$ cat src/adc_consts.svh
`ifndef ADC_CONSTS_SVH
`define ADC_CONSTS_SVH

// Register byte offsets on the AHB-Lite port
`define ADC_OFF_PIN_EN 8'h00
`define ADC_OFF_CTRL 8'h04
`define ADC_OFF_TRIM 8'h08
`define ADC_OFF_RES_UP 8'h0c
`define ADC_OFF_RES_HN 8'h10
`define ADC_OFF_RES_LO 8'h14
`define ADC_OFF_IRQ_ST 8'h18
`define ADC_OFF_WAKE 8'h1c
`define ADC_OFF_PIN_MUX 8'h20

// converter_control field positions
`define ADC_CTL_REFSEL 7
`define ADC_CTL_DIV_HI 6
`define ADC_CTL_DIV_LO 5
`define ADC_CTL_ACTIVE 4
`define ADC_CTL_POWER 3
`define ADC_CTL_CH_HI 2
`define ADC_CTL_CH_LO 0

// offset_trim field positions
`define ADC_TRIM_EN 7
`define ADC_TRIM_POS 6
`define ADC_TRIM_MAG_HI 5
`define ADC_TRIM_MAG_LO 3

// Flag, wake and pin mux bit positions
`define ADC_DONE_BIT 3
`define ADC_WAKE_BIT 3
`define ADC_MUX_COMP 0
`define ADC_MUX_PWM3 1

// Reset values
`define ADC_RST_BYTE 8'h00
`define ADC_RST_RES 12'h000

// Divider codes and last prescaler count per code
`define ADC_DIV_16 2'h0
`define ADC_DIV_4 2'h1
`define ADC_DIV_64 2'h2
`define ADC_DIV_8 2'h3
`define ADC_LAST_16 6'h0f
`define ADC_LAST_4 6'h03
`define ADC_LAST_64 6'h3f
`define ADC_LAST_8 6'h07

// Divided clock periods per conversion, less one
`define ADC_CONV_LAST 4'hd

// Largest 12-bit result
`define ADC_RES_MAX 13'h0fff

`endif

$ cat src/adc_pkg.sv
package adc_pkg;
  // Function driven onto the shared channel-0 pin
  typedef enum logic [1:0] {ADC_PIN_PORT, ADC_PIN_ANALOG, ADC_PIN_COMP}
    adc_ch0_fn_t;
  // Function driven onto the shared reference pin
  typedef enum logic [1:0] {ADC_REF_PORT, ADC_REF_PWM, ADC_REF_VREF}
    adc_ref_fn_t;
  // Conversion sequencer states
  typedef enum logic {ADC_ST_IDLE, ADC_ST_RUN} adc_state_t;
endpackage

$ cat src/adc_conv_if.sv
interface adc_conv_if;
  logic run;
  logic powered;
  logic [1:0] div_sel;
  logic done;
  // Register side drives the request, sequencer answers
  modport ctrl (output run, output powered, output div_sel, input done);
  modport engine (input run, input powered, input div_sel, output done);
endinterface

$ cat src/adc_conv_seq.sv
`include "adc_consts.svh"

module adc_conv_seq
  import adc_pkg::*;
(
  // Clock and reset
  input wire logic sys_clk_i,
  input wire logic reset_n_i,
  // Control side
  adc_conv_if.engine conv
);

  // Last prescaler count for each divider code
  function automatic logic [5:0] div_last(input logic [1:0] sel);
    case (sel)
      `ADC_DIV_16: div_last = `ADC_LAST_16;
      `ADC_DIV_4: div_last = `ADC_LAST_4;
      `ADC_DIV_64: div_last = `ADC_LAST_64;
      default: div_last = `ADC_LAST_8;
    endcase
  endfunction

  adc_state_t state_reg;
  logic [5:0] pre_reg;
  logic [3:0] tick_cnt_reg;
  logic done_reg;

  // Divided converter clock enable, frozen while unpowered
  wire div_tick = conv.powered && (pre_reg == div_last(conv.div_sel));
  wire conv_end = div_tick && (tick_cnt_reg == `ADC_CONV_LAST);
  // Active bit still reads high in the done cycle: no restart then
  wire start = conv.run && conv.powered && !done_reg;

  assign conv.done = done_reg;

  // Sequencer: fixed tick count from start to done
  always_ff @(posedge sys_clk_i or negedge reset_n_i)
  begin
    if (!reset_n_i)
    begin
      state_reg <= ADC_ST_IDLE;
      pre_reg <= 6'h00;
      tick_cnt_reg <= 4'h0;
      done_reg <= 1'b0;
    end
    else
    begin
      done_reg <= 1'b0;
      case (state_reg)
        ADC_ST_IDLE:
        begin
          pre_reg <= 6'h00;
          tick_cnt_reg <= 4'h0;
          if (start)
            state_reg <= ADC_ST_RUN;
        end
        ADC_ST_RUN:
        begin
          if (conv_end)
          begin
            done_reg <= 1'b1;
            state_reg <= ADC_ST_IDLE;
          end
          else if (div_tick)
          begin
            pre_reg <= 6'h00;
            tick_cnt_reg <= tick_cnt_reg + 4'h1;
          end
          else if (conv.powered)
            pre_reg <= pre_reg + 6'h01;
        end
        default: state_reg <= ADC_ST_IDLE;
      endcase
    end
  end
endmodule // adc_conv_seq

$ cat src/adc_ctrl_top.sv
// Operation
// Each pin enable bit connects its port pin to the converter when 1.
// Channel-0 pin: comparator output beats analog input beats port I/O.
// Reference select 0 uses supply; 1 takes reference from the pin.
// Reference pin: reference beats third PWM beats port; software avoids both.
// Divider code 00 /16, 01 /4, 10 /64, 11 /8; reset is 00.
// Software keeps oscillator within the limit for the chosen divider.
// Writing 1 starts conversion; only completion clears the active bit.
// Power bit 0 switches off the reference ladder; 1 operates.
// Channel select code n routes analog input n to the converter.
// Channel select changes only while done flag and active bit are low.
// Offset correction applied only while the calibration enable bit is 1.
// Offset polarity bit: 0 negative correction, 1 positive correction.
// Offset magnitude code gives twice its value in LSBs, 0 to 14.
// Low three bits of the offset trim register always read zero.
// Completion loads bits 11..4 in upper byte, clears active, sets done.
// Completion loads bits 11..8 in high nibble; its upper bits read zero.
// Completion loads bits 7..0 into the low result byte.
// Done flag sits at status bit 3; hardware sets, software clears.
// Software sets wake enable when completion must interrupt or wake.
// A conversion lasts a fixed count of divided converter clocks.
// A start while unpowered produces no result and no done flag; the active bit stays set and the conversion runs once power is 1.
`include "adc_consts.svh"

module adc_ctrl_top
  import adc_pkg::*;
(
  // Clock and reset
  input wire logic sys_clk_i,
  input wire logic reset_n_i,
  // AHB-Lite slave
  input wire logic hsel_i,
  input wire logic [31:0] haddr_i,
  input wire logic [1:0] htrans_i,
  input wire logic hwrite_i,
  input wire logic [2:0] hsize_i,
  input wire logic hready_i,
  input wire logic [31:0] hwdata_i,
  output logic hreadyout_o,
  output logic [31:0] hrdata_o,
  output logic hresp_o,
  // Analog front end
  input wire logic [11:0] sample_i,
  output logic [2:0] channel_sel_o,
  output logic [7:0] analog_connect_o,
  output logic ref_from_pin_o,
  output logic ref_ladder_on_o,
  // Shared pin functions and wake
  output adc_ch0_fn_t ch0_pin_fn_o,
  output adc_ref_fn_t ref_pin_fn_o,
  output logic conversion_wake_o
);

  // Bus side state
  logic [7:0] addr_reg;
  logic addr_ok_reg;
  logic wr_pend_reg;
  logic rd_pend_reg;
  logic hreadyout_reg;
  logic [7:0] hrdata_reg;

  // Software visible state
  logic [7:0] pin_en_reg;
  logic ref_sel_reg;
  logic [1:0] div_reg;
  logic active_reg;
  logic power_reg;
  logic [2:0] chan_reg;
  logic trim_en_reg;
  logic trim_pos_reg;
  logic [2:0] trim_mag_reg;
  logic [11:0] res_reg;
  logic done_flag_reg;
  logic wake_en_reg;
  logic comp_en_reg;
  logic pwm3_en_reg;

  // Sample synchroniser and registered pin outputs
  logic [11:0] samp_meta_reg;
  logic [11:0] samp_sync_reg;
  logic [7:0] connect_reg;
  logic [7:0] connect_next;
  adc_ch0_fn_t ch0_fn_reg;
  adc_ref_fn_t ref_fn_reg;
  logic wake_reg;

  // Decode of one register offset in the held address phase
  function automatic logic reg_sel(input logic ok, input logic [7:0] a,
                                   input logic [7:0] off);
    reg_sel = ok && (a == off);
  endfunction

  adc_conv_if conv_bus ();

  // Conversion sequencer
  adc_conv_seq u_seq (
    .sys_clk_i (sys_clk_i),
    .reset_n_i (reset_n_i),
    .conv (conv_bus.engine)
  );

  // Request to the sequencer
  assign conv_bus.run = active_reg;
  assign conv_bus.powered = power_reg;
  assign conv_bus.div_sel = div_reg;
  wire done_evt = conv_bus.done;

  // Address phase and data phase qualifiers
  wire addr_fire = hsel_i && htrans_i[1] && hready_i;
  wire wr_fire = wr_pend_reg && hready_i;
  wire [7:0] wdata = hwdata_i[7:0];

  // Per-register write strobes
  wire wr_pin_en = wr_fire && reg_sel(addr_ok_reg, addr_reg, `ADC_OFF_PIN_EN);
  wire wr_ctrl = wr_fire && reg_sel(addr_ok_reg, addr_reg, `ADC_OFF_CTRL);
  wire wr_trim = wr_fire && reg_sel(addr_ok_reg, addr_reg, `ADC_OFF_TRIM);
  wire wr_irq = wr_fire && reg_sel(addr_ok_reg, addr_reg, `ADC_OFF_IRQ_ST);
  wire wr_wake = wr_fire && reg_sel(addr_ok_reg, addr_reg, `ADC_OFF_WAKE);
  wire wr_mux = wr_fire && reg_sel(addr_ok_reg, addr_reg, `ADC_OFF_PIN_MUX);

  // Channel field locked while busy or done
  wire chan_open = !active_reg && !done_flag_reg;

  // Offset correction on the synchronised sample
  wire [12:0] samp_w = {1'b0, samp_sync_reg};
  wire [12:0] step_w = {9'h000, trim_mag_reg, 1'b0};
  wire [12:0] sum_w = samp_w + step_w;
  wire [12:0] diff_w = samp_w - step_w;
  wire [11:0] up_w = (sum_w > `ADC_RES_MAX) ? 12'hfff : sum_w[11:0];
  wire [11:0] down_w = diff_w[12] ? 12'h000 : diff_w[11:0];
  wire [11:0] trimmed_w = trim_pos_reg ? up_w : down_w;
  wire [11:0] corrected_w = trim_en_reg ? trimmed_w : samp_sync_reg;

  // Read views of each register
  wire [7:0] ctrl_rd = {ref_sel_reg, div_reg, active_reg, power_reg,
                        chan_reg};
  wire [7:0] trim_rd = {trim_en_reg, trim_pos_reg, trim_mag_reg, 3'h0};
  wire [7:0] hn_rd = {4'h0, res_reg[11:8]};
  wire [7:0] irq_rd = {4'h0, done_flag_reg, 3'h0};
  wire [7:0] wake_rd = {4'h0, wake_en_reg, 3'h0};
  wire [7:0] mux_rd = {6'h00, pwm3_en_reg, comp_en_reg};

  // Read data selection, unmapped offsets read zero
  wire [7:0] rd_mux =
    reg_sel(addr_ok_reg, addr_reg, `ADC_OFF_PIN_EN) ? pin_en_reg :
    reg_sel(addr_ok_reg, addr_reg, `ADC_OFF_CTRL) ? ctrl_rd :
    reg_sel(addr_ok_reg, addr_reg, `ADC_OFF_TRIM) ? trim_rd :
    reg_sel(addr_ok_reg, addr_reg, `ADC_OFF_RES_UP) ? res_reg[11:4] :
    reg_sel(addr_ok_reg, addr_reg, `ADC_OFF_RES_HN) ? hn_rd :
    reg_sel(addr_ok_reg, addr_reg, `ADC_OFF_RES_LO) ? res_reg[7:0] :
    reg_sel(addr_ok_reg, addr_reg, `ADC_OFF_IRQ_ST) ? irq_rd :
    reg_sel(addr_ok_reg, addr_reg, `ADC_OFF_WAKE) ? wake_rd :
    reg_sel(addr_ok_reg, addr_reg, `ADC_OFF_PIN_MUX) ? mux_rd :
    `ADC_RST_BYTE;

  // Analog connection per pin, channel 0 yields to the comparator
  genvar gi;
  generate
    for (gi = 0; gi < 8; gi = gi + 1)
    begin : g_connect
      if (gi == 0)
      begin : g_ch0
        assign connect_next[gi] = pin_en_reg[gi] && !comp_en_reg;
      end
      else
      begin : g_chn
        assign connect_next[gi] = pin_en_reg[gi];
      end
    end
  endgenerate

  // Shared pin priorities
  wire adc_ch0_fn_t ch0_fn_next = comp_en_reg ? ADC_PIN_COMP :
    (pin_en_reg[0] ? ADC_PIN_ANALOG : ADC_PIN_PORT);
  wire adc_ref_fn_t ref_fn_next = ref_sel_reg ? ADC_REF_VREF :
    (pwm3_en_reg ? ADC_REF_PWM : ADC_REF_PORT);

  // Outputs
  assign hreadyout_o = hreadyout_reg;
  assign hrdata_o = {24'h00_0000, hrdata_reg};
  assign hresp_o = 1'b0;
  assign channel_sel_o = chan_reg;
  assign analog_connect_o = connect_reg;
  assign ref_from_pin_o = ref_sel_reg;
  assign ref_ladder_on_o = power_reg;
  assign ch0_pin_fn_o = ch0_fn_reg;
  assign ref_pin_fn_o = ref_fn_reg;
  assign conversion_wake_o = wake_reg;

  // AHB-Lite phases: writes zero wait, reads one wait state
  always_ff @(posedge sys_clk_i or negedge reset_n_i)
  begin
    if (!reset_n_i)
    begin
      addr_reg <= `ADC_RST_BYTE;
      addr_ok_reg <= 1'b0;
      wr_pend_reg <= 1'b0;
      rd_pend_reg <= 1'b0;
      hreadyout_reg <= 1'b1;
      hrdata_reg <= `ADC_RST_BYTE;
    end
    else if (rd_pend_reg)
    begin
      rd_pend_reg <= 1'b0;
      hreadyout_reg <= 1'b1;
      hrdata_reg <= rd_mux;
    end
    else if (hready_i)
    begin
      wr_pend_reg <= addr_fire && hwrite_i;
      rd_pend_reg <= addr_fire && !hwrite_i;
      hreadyout_reg <= !(addr_fire && !hwrite_i);
      if (addr_fire)
      begin
        addr_reg <= haddr_i[7:0];
        addr_ok_reg <= (haddr_i[31:8] == 24'h00_0000) && (hsize_i == 3'h2);
      end
    end
  end

  // Pin enable, trim, wake and pin mux registers
  always_ff @(posedge sys_clk_i or negedge reset_n_i)
  begin
    if (!reset_n_i)
    begin
      pin_en_reg <= `ADC_RST_BYTE;
      trim_en_reg <= 1'b0;
      trim_pos_reg <= 1'b0;
      trim_mag_reg <= 3'h0;
      wake_en_reg <= 1'b0;
      comp_en_reg <= 1'b0;
      pwm3_en_reg <= 1'b0;
    end
    else
    begin
      if (wr_pin_en)
        pin_en_reg <= wdata;
      if (wr_trim)
      begin
        trim_en_reg <= wdata[`ADC_TRIM_EN];
        trim_pos_reg <= wdata[`ADC_TRIM_POS];
        trim_mag_reg <= wdata[`ADC_TRIM_MAG_HI:`ADC_TRIM_MAG_LO];
      end
      if (wr_wake)
        wake_en_reg <= wdata[`ADC_WAKE_BIT];
      if (wr_mux)
      begin
        comp_en_reg <= wdata[`ADC_MUX_COMP];
        pwm3_en_reg <= wdata[`ADC_MUX_PWM3];
      end
    end
  end

  // Converter control register
  always_ff @(posedge sys_clk_i or negedge reset_n_i)
  begin
    if (!reset_n_i)
    begin
      ref_sel_reg <= 1'b0;
      div_reg <= `ADC_DIV_16;
      power_reg <= 1'b0;
      chan_reg <= 3'h0;
    end
    else if (wr_ctrl)
    begin
      ref_sel_reg <= wdata[`ADC_CTL_REFSEL];
      div_reg <= wdata[`ADC_CTL_DIV_HI:`ADC_CTL_DIV_LO];
      power_reg <= wdata[`ADC_CTL_POWER];
      if (chan_open)
        chan_reg <= wdata[`ADC_CTL_CH_HI:`ADC_CTL_CH_LO];
    end
  end

  // Active bit: software sets, completion alone clears
  always_ff @(posedge sys_clk_i or negedge reset_n_i)
  begin
    if (!reset_n_i)
      active_reg <= 1'b0;
    else if (done_evt)
      active_reg <= 1'b0;
    else if (wr_ctrl && wdata[`ADC_CTL_ACTIVE])
      active_reg <= 1'b1;
  end

  // Done flag: completion wins over a same-cycle software clear
  always_ff @(posedge sys_clk_i or negedge reset_n_i)
  begin
    if (!reset_n_i)
      done_flag_reg <= 1'b0;
    else if (done_evt)
      done_flag_reg <= 1'b1;
    else if (wr_irq && !wdata[`ADC_DONE_BIT])
      done_flag_reg <= 1'b0;
  end

  // Result capture and sample synchroniser
  always_ff @(posedge sys_clk_i or negedge reset_n_i)
  begin
    if (!reset_n_i)
    begin
      samp_meta_reg <= `ADC_RST_RES;
      samp_sync_reg <= `ADC_RST_RES;
      res_reg <= `ADC_RST_RES;
    end
    else
    begin
      samp_meta_reg <= sample_i;
      samp_sync_reg <= samp_meta_reg;
      if (done_evt)
        res_reg <= corrected_w;
    end
  end

  // Registered pin and wake outputs
  always_ff @(posedge sys_clk_i or negedge reset_n_i)
  begin
    if (!reset_n_i)
    begin
      connect_reg <= `ADC_RST_BYTE;
      ch0_fn_reg <= ADC_PIN_PORT;
      ref_fn_reg <= ADC_REF_PORT;
      wake_reg <= 1'b0;
    end
    else
    begin
      connect_reg <= connect_next;
      ch0_fn_reg <= ch0_fn_next;
      ref_fn_reg <= ref_fn_next;
      wake_reg <= done_flag_reg && wake_en_reg;
    end
  end
endmodule // adc_ctrl_top

$ cat config.mk
export PLATFORM = sky130hd
export DESIGN_NAME = adc_ctrl_top
export DESIGN_NICKNAME = d
export VERILOG_FILES = /design/src/adc_pkg.sv /design/src/adc_conv_if.sv /design/src/adc_conv_seq.sv /design/src/adc_ctrl_top.sv
export VERILOG_INCLUDE_DIRS = /design/src
export SDC_FILE = /design/constraint.sdc
export NUM_CORES = 1
export LEC_CHECK = 0
export ABC_AREA = 1
export BUFFER_PORTS_ARGS = -buffer_cell sky130_fd_sc_hd__buf_4
export CELL_PAD_IN_SITES_DETAIL_PLACEMENT = 1
export CELL_PAD_IN_SITES_GLOBAL_PLACEMENT = 1
export CORE_MARGIN = 2
export CORE_UTILIZATION = 35
export CTS_CLUSTER_SIZE = 25
export DETAILED_ROUTE_END_ITERATION = 10
export MAX_ROUTING_LAYER = met4
export PLACE_DENSITY = 0.86
export SETUP_SLACK_MARGIN = 0.02
export SLEW_MARGIN = 20
export SYNTH_ARGS = -nofsm -noshare
export SYNTH_HDL_FRONTEND = slang
export SYNTH_SLANG_ARGS = --single-unit
$ cat constraint.sdc
create_clock -name sys_clk_i -period 1.9 [get_ports sys_clk_i]
set_clock_uncertainty 0.15 [all_clocks]
set_input_delay 0.285 -clock sys_clk_i [delete_from_list [all_inputs] [get_ports sys_clk_i]]
set_output_delay 0.285 -clock sys_clk_i [all_outputs]
set_load 0.01 [all_outputs]
* After elaboration in Yosys (flattened, before gate mapping)
Index checks and enable logic that the tools add are counted.
** Storage, ports and cells
- Register bits after elaboration :: 106
** Cells by class
- Add/sub/neg operators :: 4
- $lt $le $gt $ge :: 1
- Equality and inequality tests :: 16
- Multiplexer cells :: 38
- Bitwise logic cells :: 2
- Reductions and logical operators :: 48
** Operator list (count)
- two-way mux 12 bit :: 4
- two-way mux 8 bit :: 6
- equality test 8 x 5 -> 1 bit, second input constant :: 4
- logical AND 1 bit :: 30
- zero test 24 bit :: 1
- two-way mux 6 bit :: 3
- one-hot mux 6 bit (3 select lines) :: 1
- equality test 8 x 4 -> 1 bit, second input constant :: 2
- two-way mux 4 bit :: 4
- two-way mux 1 bit :: 14
- adder 12 x 4 -> 13 bit :: 1
- > comparator 13 x 12 -> 1 bit, second input constant :: 1
- subtractor 12 x 4 -> 13 bit :: 1
- one-hot mux 6 bit (2 select lines) :: 1
- equality test 8 x 3 -> 1 bit, second input constant :: 1
- equality test 8 x 6 -> 1 bit, second input constant :: 1
- zero test 8 bit :: 1
- one-hot mux 4 bit (2 select lines) :: 1
- AND reduction 2 bit :: 4
- zero test 1 bit :: 7
- adder 6 x 1 -> 6 bit, second input constant :: 1
- equality test 6 bit :: 1
- two-way mux 2 bit :: 3
- nonzero test 2 bit :: 3
- 11 further kinds :: 13

* Longest topological paths before layout
Gate-level depths: netlist of the first run.
- Depth after elaboration :: 11
- Gate-level depth with buffers :: 15
- Depth with buffers taken out :: 15

* Hierarchy
From an unflattened synthesis of the first run, not the netlist that was laid out.
** Second synthesis, totals
- Cell total of the unflattened synthesis :: 668
- Area, all modules :: 5512.8 µm²
** By module, submodules not included
- adc_ctrl_top :: times used 1, cells an instance 556, area each 4677.0 µm², seq. area each 2328.5 µm²
- adc_conv_seq :: times used 1, cells an instance 112, area each 835.8 µm², seq. area each 300.3 µm²

* Least setup slack after synthesis of the first run
No wires, ideal clock.
- Path type :: flip-flop to flip-flop
- From :: register samp_sync_reg[1]
- To :: register res_reg[9]
- Library setup time :: 129 ps
- Arrival time :: 1721 ps
- Required time :: 1621 ps
- Setup slack :: -100 ps
- Cell stages (with the launch flop) :: 12
- Cells stage by stage :: dfrtp_1 inv_1 ha_1 inv_1 fa_1 nand2_1 inv_1 nor3_1 xor2_1 o21ai_0 o21ai_0 o21ai_0
** On the way
- Word-level cells in the longest chain between the ends :: 5
- Elaborated cells between the ends (all ways) :: 7
** RTL lines
- start: declaration :: RTL line adc_ctrl_top.sv:80 : logic [11:0] samp_sync_reg;
- start signal: assignment :: RTL line adc_ctrl_top.sv:302 : samp_sync_reg <= `ADC_RST_RES;
- start signal: assignment :: RTL line adc_ctrl_top.sv:308 : samp_sync_reg <= samp_meta_reg;
- adder 12 x 4 -> 13 bit :: RTL line adc_ctrl_top.sv:127 : wire [12:0] sum_w = samp_w + step_w;
- > comparator 13 x 12 -> 1 bit (no line)
- two-way mux 12 bit :: RTL line adc_ctrl_top.sv:129 : wire [11:0] up_w = (sum_w > `ADC_RES_MAX) ? 12'hfff : sum_w[11:0];
- two-way mux 12 bit (*) :: RTL line adc_ctrl_top.sv:131 : wire [11:0] trimmed_w = trim_pos_reg ? up_w : down_w;
- two-way mux 12 bit (*) :: RTL line adc_ctrl_top.sv:132 : wire [11:0] corrected_w = trim_en_reg ? trimmed_w : samp_sync_reg;
- end signal: assignment :: RTL line adc_ctrl_top.sv:303 : res_reg <= `ADC_RST_RES;
- end signal: assignment :: RTL line adc_ctrl_top.sv:310 : res_reg <= corrected_w;
- end: declaration :: RTL line adc_ctrl_top.sv:72 : logic [11:0] res_reg;
Every way passes the cells marked *; elsewhere a longest branch is shown, timed or not.
A chain may end at the register's enable or synchronous reset.

* Worst setup path after layout of the first run
- From :: register trim_mag_reg[0]
- To :: register res_reg[7]
** On the way
- Word-level cells in the longest chain between the ends :: 5
- Elaborated cells between the ends (all ways) :: 7
** RTL lines
- start: declaration :: RTL line adc_ctrl_top.sv:71 : logic [2:0] trim_mag_reg;
- start signal: assignment :: RTL line adc_ctrl_top.sv:242 : trim_mag_reg <= wdata[`ADC_TRIM_MAG_HI:`ADC_TRIM_MAG_LO];
- adder 12 x 4 -> 13 bit :: RTL line adc_ctrl_top.sv:127
- > comparator 13 x 12 -> 1 bit (no line)
- two-way mux 12 bit :: RTL line adc_ctrl_top.sv:129
- two-way mux 12 bit (*) :: RTL line adc_ctrl_top.sv:131
- two-way mux 12 bit (*) :: RTL line adc_ctrl_top.sv:132
Marked as above.

==> run metrics, run 1 <==
status=finished, violations left; violated checks=setup timing; P per Cell Area=734.3 mW/mm^2; H-tree level count=3; TritonCTS buffer count=9; TritonCTS sink count=105; gr ovfl total=0; first-pass GRT wire length=26590 um; Gate power share=16.3%; dpl cells=949; post-synthesis xor/xnor area fraction=2.134%; Placed Area=0.006489 mm^2; largest net degree at the start of global routing=45; Die W=127.5 um; sequential element share of the synthesized area=49.27%; initial antenna violation count=0; n_diodes=0; met1 Use GR=23.85%; Max Fclk=473.0 MHz; crit share post-route=111.3%; Clock Power Share=38.2%; post-synthesis mux area share=1.032%; Skew-Pair Late Insertion Delay=360 ps; final instance area=0.007689 mm^2; met3 GRT Util=5.779%; RSZ-0062 raised after global routing=yes; die area=0.01625 mm^2; Post-layout nets=910; Main synth FF type=dfrtp_1; core area=0.01503 mm^2; CP cell instances=buf_6 > ha_4 > fa_2 > nand2_2 > a21oi_4 > nand2_2 > inv_2 > nand3_2 > nand3_2 > nand3_2 > nand2_2 > o21ai_1; sw power=1.631 mW; Synth Cell Area=0.005335 mm^2; Avg WL per Cell=17.78 um; Overall Power=5.646 mW; final hold violations=0; Antenna Nets Post-Route=0; syn avg cell area=8.310 um^2; Clk Tree Root Cell=clkbuf_16; DRC=0; met2 Track Usage GR=36.46%; Internal=4.015 mW; TritonCTS clock tree=built; Worst-path clk slew=80 ps; CP required=2000 ps; complex-gate fraction of the synthesized area=10.20%; Critical Path End Type=register; gr busiest metal=met2; Critical Path Start Type=register; most frequent cells in the layout=144 x buf_4, 132 x nand2_1, 101 x dfrtp_1, 53 x inv_1, 41 x o21ai_0; number of global-route vias before repair=5471; ys async rst share=100.0%; Yosys top cell by area=dfrtp_1; most common cell after layout, fill and taps aside=buf_4; Port Buf Inserts=87; Sw Ratio=28.88%; Post-Synthesis Cells=642; site row count=45; Total Wirelength=17880 um; Peak VDD IR=0.0008727 V; crit path DAT=2210 ps; CP Max Fanout=6; GRT Total Usage=21.13%; minimum clock period=2114 ps; final setup vio count=12; drt initial violations=362; gpl congestion=0.8456; Yosys warning count=0; Synth Area in Adders=2.861%; post-synth top area share=48.78%; post-route insts no fill=1006; routed via count=5143; post-synth cell types=49; Starting Density=35.49%; Worst Hold Path Cells=3; drt pass-1 iters=4; LEAKAGE=3.724 nW; Seq cells post-synth=105; R2R cell count=12; hold crit path type=in2reg; share of cells above drive strength 1=36.19%; # Max-Cap Violations=0; number of synthesized flops with an enable pin=0; DP Wirelength=11420 um; Max Root-Sink Buffers=2; main combinational cell family by area after synthesis=simple AND/OR/NAND/NOR gates; routed vias/inst=5.112; # IOs=138; Flop pwr share=45.5%; Die Y=127.5 um; largest stage delay on the critical path=470 ps; max-slew violations=0; Slowest-stage cell, CP=dfrtp_1; crit path kind=reg2reg; Synth Area in Simple Gates=24.53%; Area Overhead vs Synth=44.11%; final setup margin=-214.4 ps; top post-synthesis cells by area=dfrtp_1 49%, nand2_1 11%, o21ai_0 5.7%
[area by class of cell]
| class | instances | area (um^2) |
|---|---|---|
| clock buffer | 9 | 225.2 |
| clock inverter | 7 | 118.9 |
| fill | 1737 | 7345 |
| inverter | 70 | 267.8 |
| multi-input combinational | 451 | 2766 |
| sequential | 105 | 2633 |
| tap | 188 | 235.2 |
| timing repair buffer | 176 | 1443 |
[layer usage]
| layer | vias to the layer above | wire [um] |
|---|---|---|
| met5 | - | 0 |
| met3 | 31 | 1080 |
| met4 | 0 | 344 |
| met1 | 2552 | 7086 |
| met2 | 177 | 9371 |
| li1 | 2383 | - |
[logic make-up after synthesis]
| family | count (synthesis) |
|---|---|
| and+or+nand+nor | 298 |
| DFF | 105 |
| xor gates and xnor gates | 13 |
| adders and majority gates | 11 |
| muxes | 5 |
| other | 1 |
| AOI/OAI and AO/OA | 99 |
| buffers and inverters | 110 |
[synthesized netlist by cell type, drive strengths merged (2+ instances only)]
library cell / count
nand2: 160
xor2: 11
nor2: 53
clkbuf: 7
or2: 5
fa: 2
dfrtp: 104
o22ai: 3
mux2: 4
o31ai: 4
a31oi: 2
nor3: 8
xnor2: 2
nand3: 49
ha: 9
o21ai: 63
buf: 33
nand4: 11
nor4: 7
nand3b: 4
a21oi: 21
inv: 69
[path summary, 6_finish.rpt]
check                                  from                to  slack (ps)
max reg2reg                 trim_mag_reg[0]        res_reg[7]        -210
min reg2reg                samp_meta_reg[5]  samp_sync_reg[5]         200
max                         trim_mag_reg[0]        res_reg[7]        -210
min in group asynchronous         reset_n_i       addr_reg[7]         240
min                              haddr_i[0]       addr_reg[0]          30
max in group asynchronous         reset_n_i  samp_sync_reg[2]         750
[stage by stage]
step	util (%)	setup TNS [ps]	setup slack, ps	hold slack [ps]
floorplan	-	-10.56	-10.56	-160.6
global placement	43.16	-1169	-201.3	77.98
detailed placement	43.16	-2792	-252.2	90.25
CTS	48.10	-674.2	-167.0	1.663
global route	51.14	-3557	-306.1	32.36
finish	51.14	-1272	-214.4	30.80
[worst max-delay path, delay by kind of cell (launching register included)]
| kind | cells | cell delay (ps) |
|---|---|---|
| compound gates | 2 | 290 |
| fa+ha+maj | 2 | 340 |
| buf+inv | 2 | 220 |
| flops | 1 | 470 |
| simple gates | 6 | 530 |
[power groups by stage]
stage               registers, mW  clock network [mW]  logic (mW)
floorplan                    2.55                   0       0.424
global placement             2.58                   0       0.657
detailed placement           2.59                   0       0.695
CTS                          2.55                2.19       0.775
global route                 2.59                2.29        1.02
finish                       2.57                2.15       0.921
[what timing repair did]
action	CTS	global route
setup buffers	10	13
hold buffers	19	1
resized for setup	52	101
setup endpoints to repair	30	48
pin swaps	30	33
endpoints found under the hold margin	45	1
gates cloned	0	0
Note: power is estimated with default switching activity, not from simulation.
==> inputs of run 2 (changes only) <==
- ABC_AREA: 1 -> 0
- CORE_ASPECT_RATIO: default -> 1.4
- CORE_UTILIZATION: 35 -> 37
- PLACE_DENSITY: 0.86 -> 0.87
==> run 2 against run 1 <==
  * Maximum frequency shrank 7.9%
  * Die area down 3.5%
  * Worst setup slack got worse by 180 ps
  * Sequential share of layout area shrank 2.0 points
  * Utilization is 5.6 points higher
  * Critical endpoint is now channel_sel_o[0]
  * Flip-flop and latch count did not move
  * Register-to-register slack worse by 180 ps
  * Global-route usage increased by 4.2 points
  * Critical path depth down 7
  * Area after synthesis rose by 1.8%
  * The run still ends with setup timing left
  * Count of clock-buffer cells in the layout is the same
  * Largest power group unchanged
  * Synthesized cell count decreased by 17%
==> run metrics, run 2 <==
status=finished, violations left; violated checks=setup timing; core area=0.01438 mm^2 (-4.4%); launching point of the worst reg2reg path=addr_reg[5]; # IOs=138 (unchanged); dpl cells=871 (-8.2%); Sw Ratio=29.61% (+0.72 points); gpl congestion=0.9609 (+14%); Reg area=0.002634 mm^2 (about the same); post-route insts no fill=925 (-8.1%); main combinational cell family by area after synthesis=simple AND/OR/NAND/NOR gates; crit path kind=reg2reg; CP Max Fanout=3 (-3); DP Wirelength=13540 um (+19%); # fillers=1542 (-11%); Main synth FF type=dfrtp_1; worst setup path end=channel_sel_o[0]; Clock Power Share=35.8% (-2.4 points); first-pass GRT wire length=29630 um (+11%); worst rel slew slack=52.17%; initial antenna violation count=0 (unchanged); gr ovfl total=0 (unchanged); drt pass-1 iters=7 (+3); R2R cell count=5 (-7); Gate power share=18.2% (+1.9 points); worst r2r dst=channel_sel_o[0]; n_diodes=0 (unchanged); Critical Path Start Type=register; # Max-Cap Violations=0 (unchanged); Flop pwr share=46.0% (+0.5 points); Synth Area in Simple Gates=17.63% (-6.9 points); post-synthesis xor/xnor area fraction=1.290% (-0.84 points); Max Root-Sink Buffers=2 (unchanged); site row count=52 (+16%); Sum Neg Setup Slack=-11040 ps (-9765 ps); number of synthesized flops with an enable pin=0 (unchanged); Total Wirelength=20030 um (+12%); Post-Synthesis Cells=530 (-17%); launch point of the critical path=addr_reg[5]; Die W=106.4 um (-17%); Skew-Pair Late Insertion Delay=350 ps (about the same); Yosys warning count=0 (unchanged); final instance area=0.008165 mm^2 (+6.2%); minimum clock period=2296 ps (+182.0 ps); Internal=3.661 mW (-8.8%); Worst-path clk slew=70 ps (about the same); Placed Area=0.006940 mm^2 (+7.0%); syn avg cell area=10.25 um^2 (+23%); crit share post-route=120.9% (+9.6 points); final hold violations=0 (unchanged); ys async rst share=100.0% (unchanged); TritonCTS clock tree=built; max-slew violations=0 (unchanged); GRT Total Usage=25.35% (+4.2 points); Area Overhead vs Synth=50.37%; post-synth cell types=67 (+37%); TritonCTS buffer count=9 (unchanged); crit path DAT=2380 ps (+170 ps); Yosys top cell by area=dfrtp_1; most common cell after layout, fill and taps aside=buf_4; hold crit path type=in2reg; multi-input logic area=0.003232 mm^2 (+17%); Port Buf Inserts=87 (unchanged); RSZ-0062 raised after global routing=yes; Clk Tree Root Cell=clkbuf_16; final setup vio count=50 (+38); H-tree level count=3 (unchanged); Max Fclk=435.5 MHz (-7.9%); DRC=0 (unchanged); share of cells above drive strength 1=47.28% (+11 points); top post-synthesis cells by area=dfrtp_1 48%, mux2_2 5.6%, buf_4 3.6%; Synth Area in Adders=2.811% (-0.050 points); most frequent cells in the layout=181 x buf_4, 100 x dfrtp_1, 38 x nand2_1, 30 x nor2_1, 25 x conb_1; Critical Path End Type=register; final setup margin=-396.4 ps (-182.0 ps); routed vias/inst=5.584 (+9.2%); synth cell count leaders=104 x dfrtp_1, 44 x nand2_1, 36 x nor2_1, 29 x o21ai_0, 27 x mux2_2; largest net degree at the start of global routing=36 (-20%); number of global-route vias before repair=5504 (+0.60%); Avg WL per Cell=21.66 um (+22%); Post-layout nets=828 (-9.0%); top-count cell post-synth=dfrtp_1; post-synth top area share=47.93% (-0.85 points); routed via count=5165 (+0.43%); Antenna Nets Post-Route=0 (unchanged); P per Cell Area=637.0 mW/mm^2 (-13%); complex-gate fraction of the synthesized area=14.79% (+4.6 points); Die Y=147.3 um (+16%); sw power=1.540 mW (-5.6%); Worst Tran Pin Value=711.6 ps; drt initial violations=275 (-24%); Seq cells post-synth=105 (unchanged); TritonCTS sink count=105 (unchanged); die area=0.01567 mm^2 (-3.5%); CP required=1980 ps (-20 ps); Synth Cell Area=0.005430 mm^2 (+1.8%); Peak VDD IR=0.0004012 V (-54%); Starting Density=37.77% (+2.3 points); post-synthesis mux area share=8.687% (+7.7 points); R2R setup slack=-400 ps (-180 ps); sequential element share of the synthesized area=48.41% (-0.86 points); LEAKAGE=3.658 nW (-1.8%)
run 2: through the flow:
step	util (%)	power [mW]	hold slack, ps	setup slack [ps]
after detailed placement	48.27	3.228	125.9	-467.8
after global placement	48.27	3.199	123.4	-413.0
after CTS	55.03	5.177	9.556	-374.5
after global routing	56.79	5.392	13.53	-434.2
final	56.79	5.201	22.84	-396.4
after floorplan	-	2.833	-160.6	-464.0
run 2: layer usage:
layer | up-vias | GRT usage [%] | wire, um
li1 | 2286 | - | -
met1 | 2576 | 25.47 | 7236
met2 | 228 | 45.77 | 10760
met3 | 75 | 3.771 | 1005
met4 | 0 | 15.13 | 1036
met5 | - | - | 0
run 2: how the worst min path moves through the flow:
stage | startpoint | depth (start not counted) | endpoint | slack, ps
6_report | haddr_i[2] | 2 | addr_reg[2] | 20
5_1_grt | haddr_i[2] | 2 | addr_reg[2] | 10
4_1_cts | haddr_i[4] | 2 | addr_reg[4] | 10
3_5_place_dp | reset_n_i | 1 | active_reg | 130
3_3_place_gp | reset_n_i | 1 | trim_en_reg | 120
2_1_floorplan | reset_n_i | 0 | active_reg | -160
run 2: timing repair:
item                                    4_1_cts  5_1_grt
gates cloned                                  1        0
hold buffers                                 14        0
endpoints found under the setup margin       57       57
resized for setup                            85       43
buffers inserted                             18        7
endpoints found under the hold margin        42        0
pin swaps                                    35       26
run 2: power by group through the flow:
| stage | Clock [mW] | Sequential, mW | Combinational, mW |
|---|---|---|---|
| 2_1_floorplan | 0 | 2.42 | 0.415 |
| 3_3_place_gp | 0 | 2.42 | 0.775 |
| 3_5_place_dp | 0 | 2.43 | 0.798 |
| 4_1_cts | 1.90 | 2.39 | 0.886 |
| 5_1_grt | 1.98 | 2.40 | 1.01 |
| 6_report | 1.86 | 2.40 | 0.947 |
run 2: cell families after synthesis:
kind of cell,Yosys count
AOI/OAI and AO/OA,122
xor gates and xnor gates,8
adders and majority gates,11
buffers and inverters,65
DFF,105
muxes,41
other,1
and+or+nand+nor,177
run 2: critical path, cell delays in order, from the launching register on:
cell and delay, ps:
dfrtp_1 380, or4b_4 590, nor4_4 220, nand4_2 140
or3_4 380, mux2_4 310
run 2: layout make-up:
| class | count | share of cell area [%] |
|---|---|---|
| multi-input cells | 385 | 39.58 |
| clock buffers | 9 | 2.758 |
| inverters | 18 | 0.8275 |
| clock inverters | 7 | 0.8734 |
| repair buffers | 212 | 20.81 |
| flip-flops and latches | 105 | 32.26 |
| well taps | 189 | 2.896 |
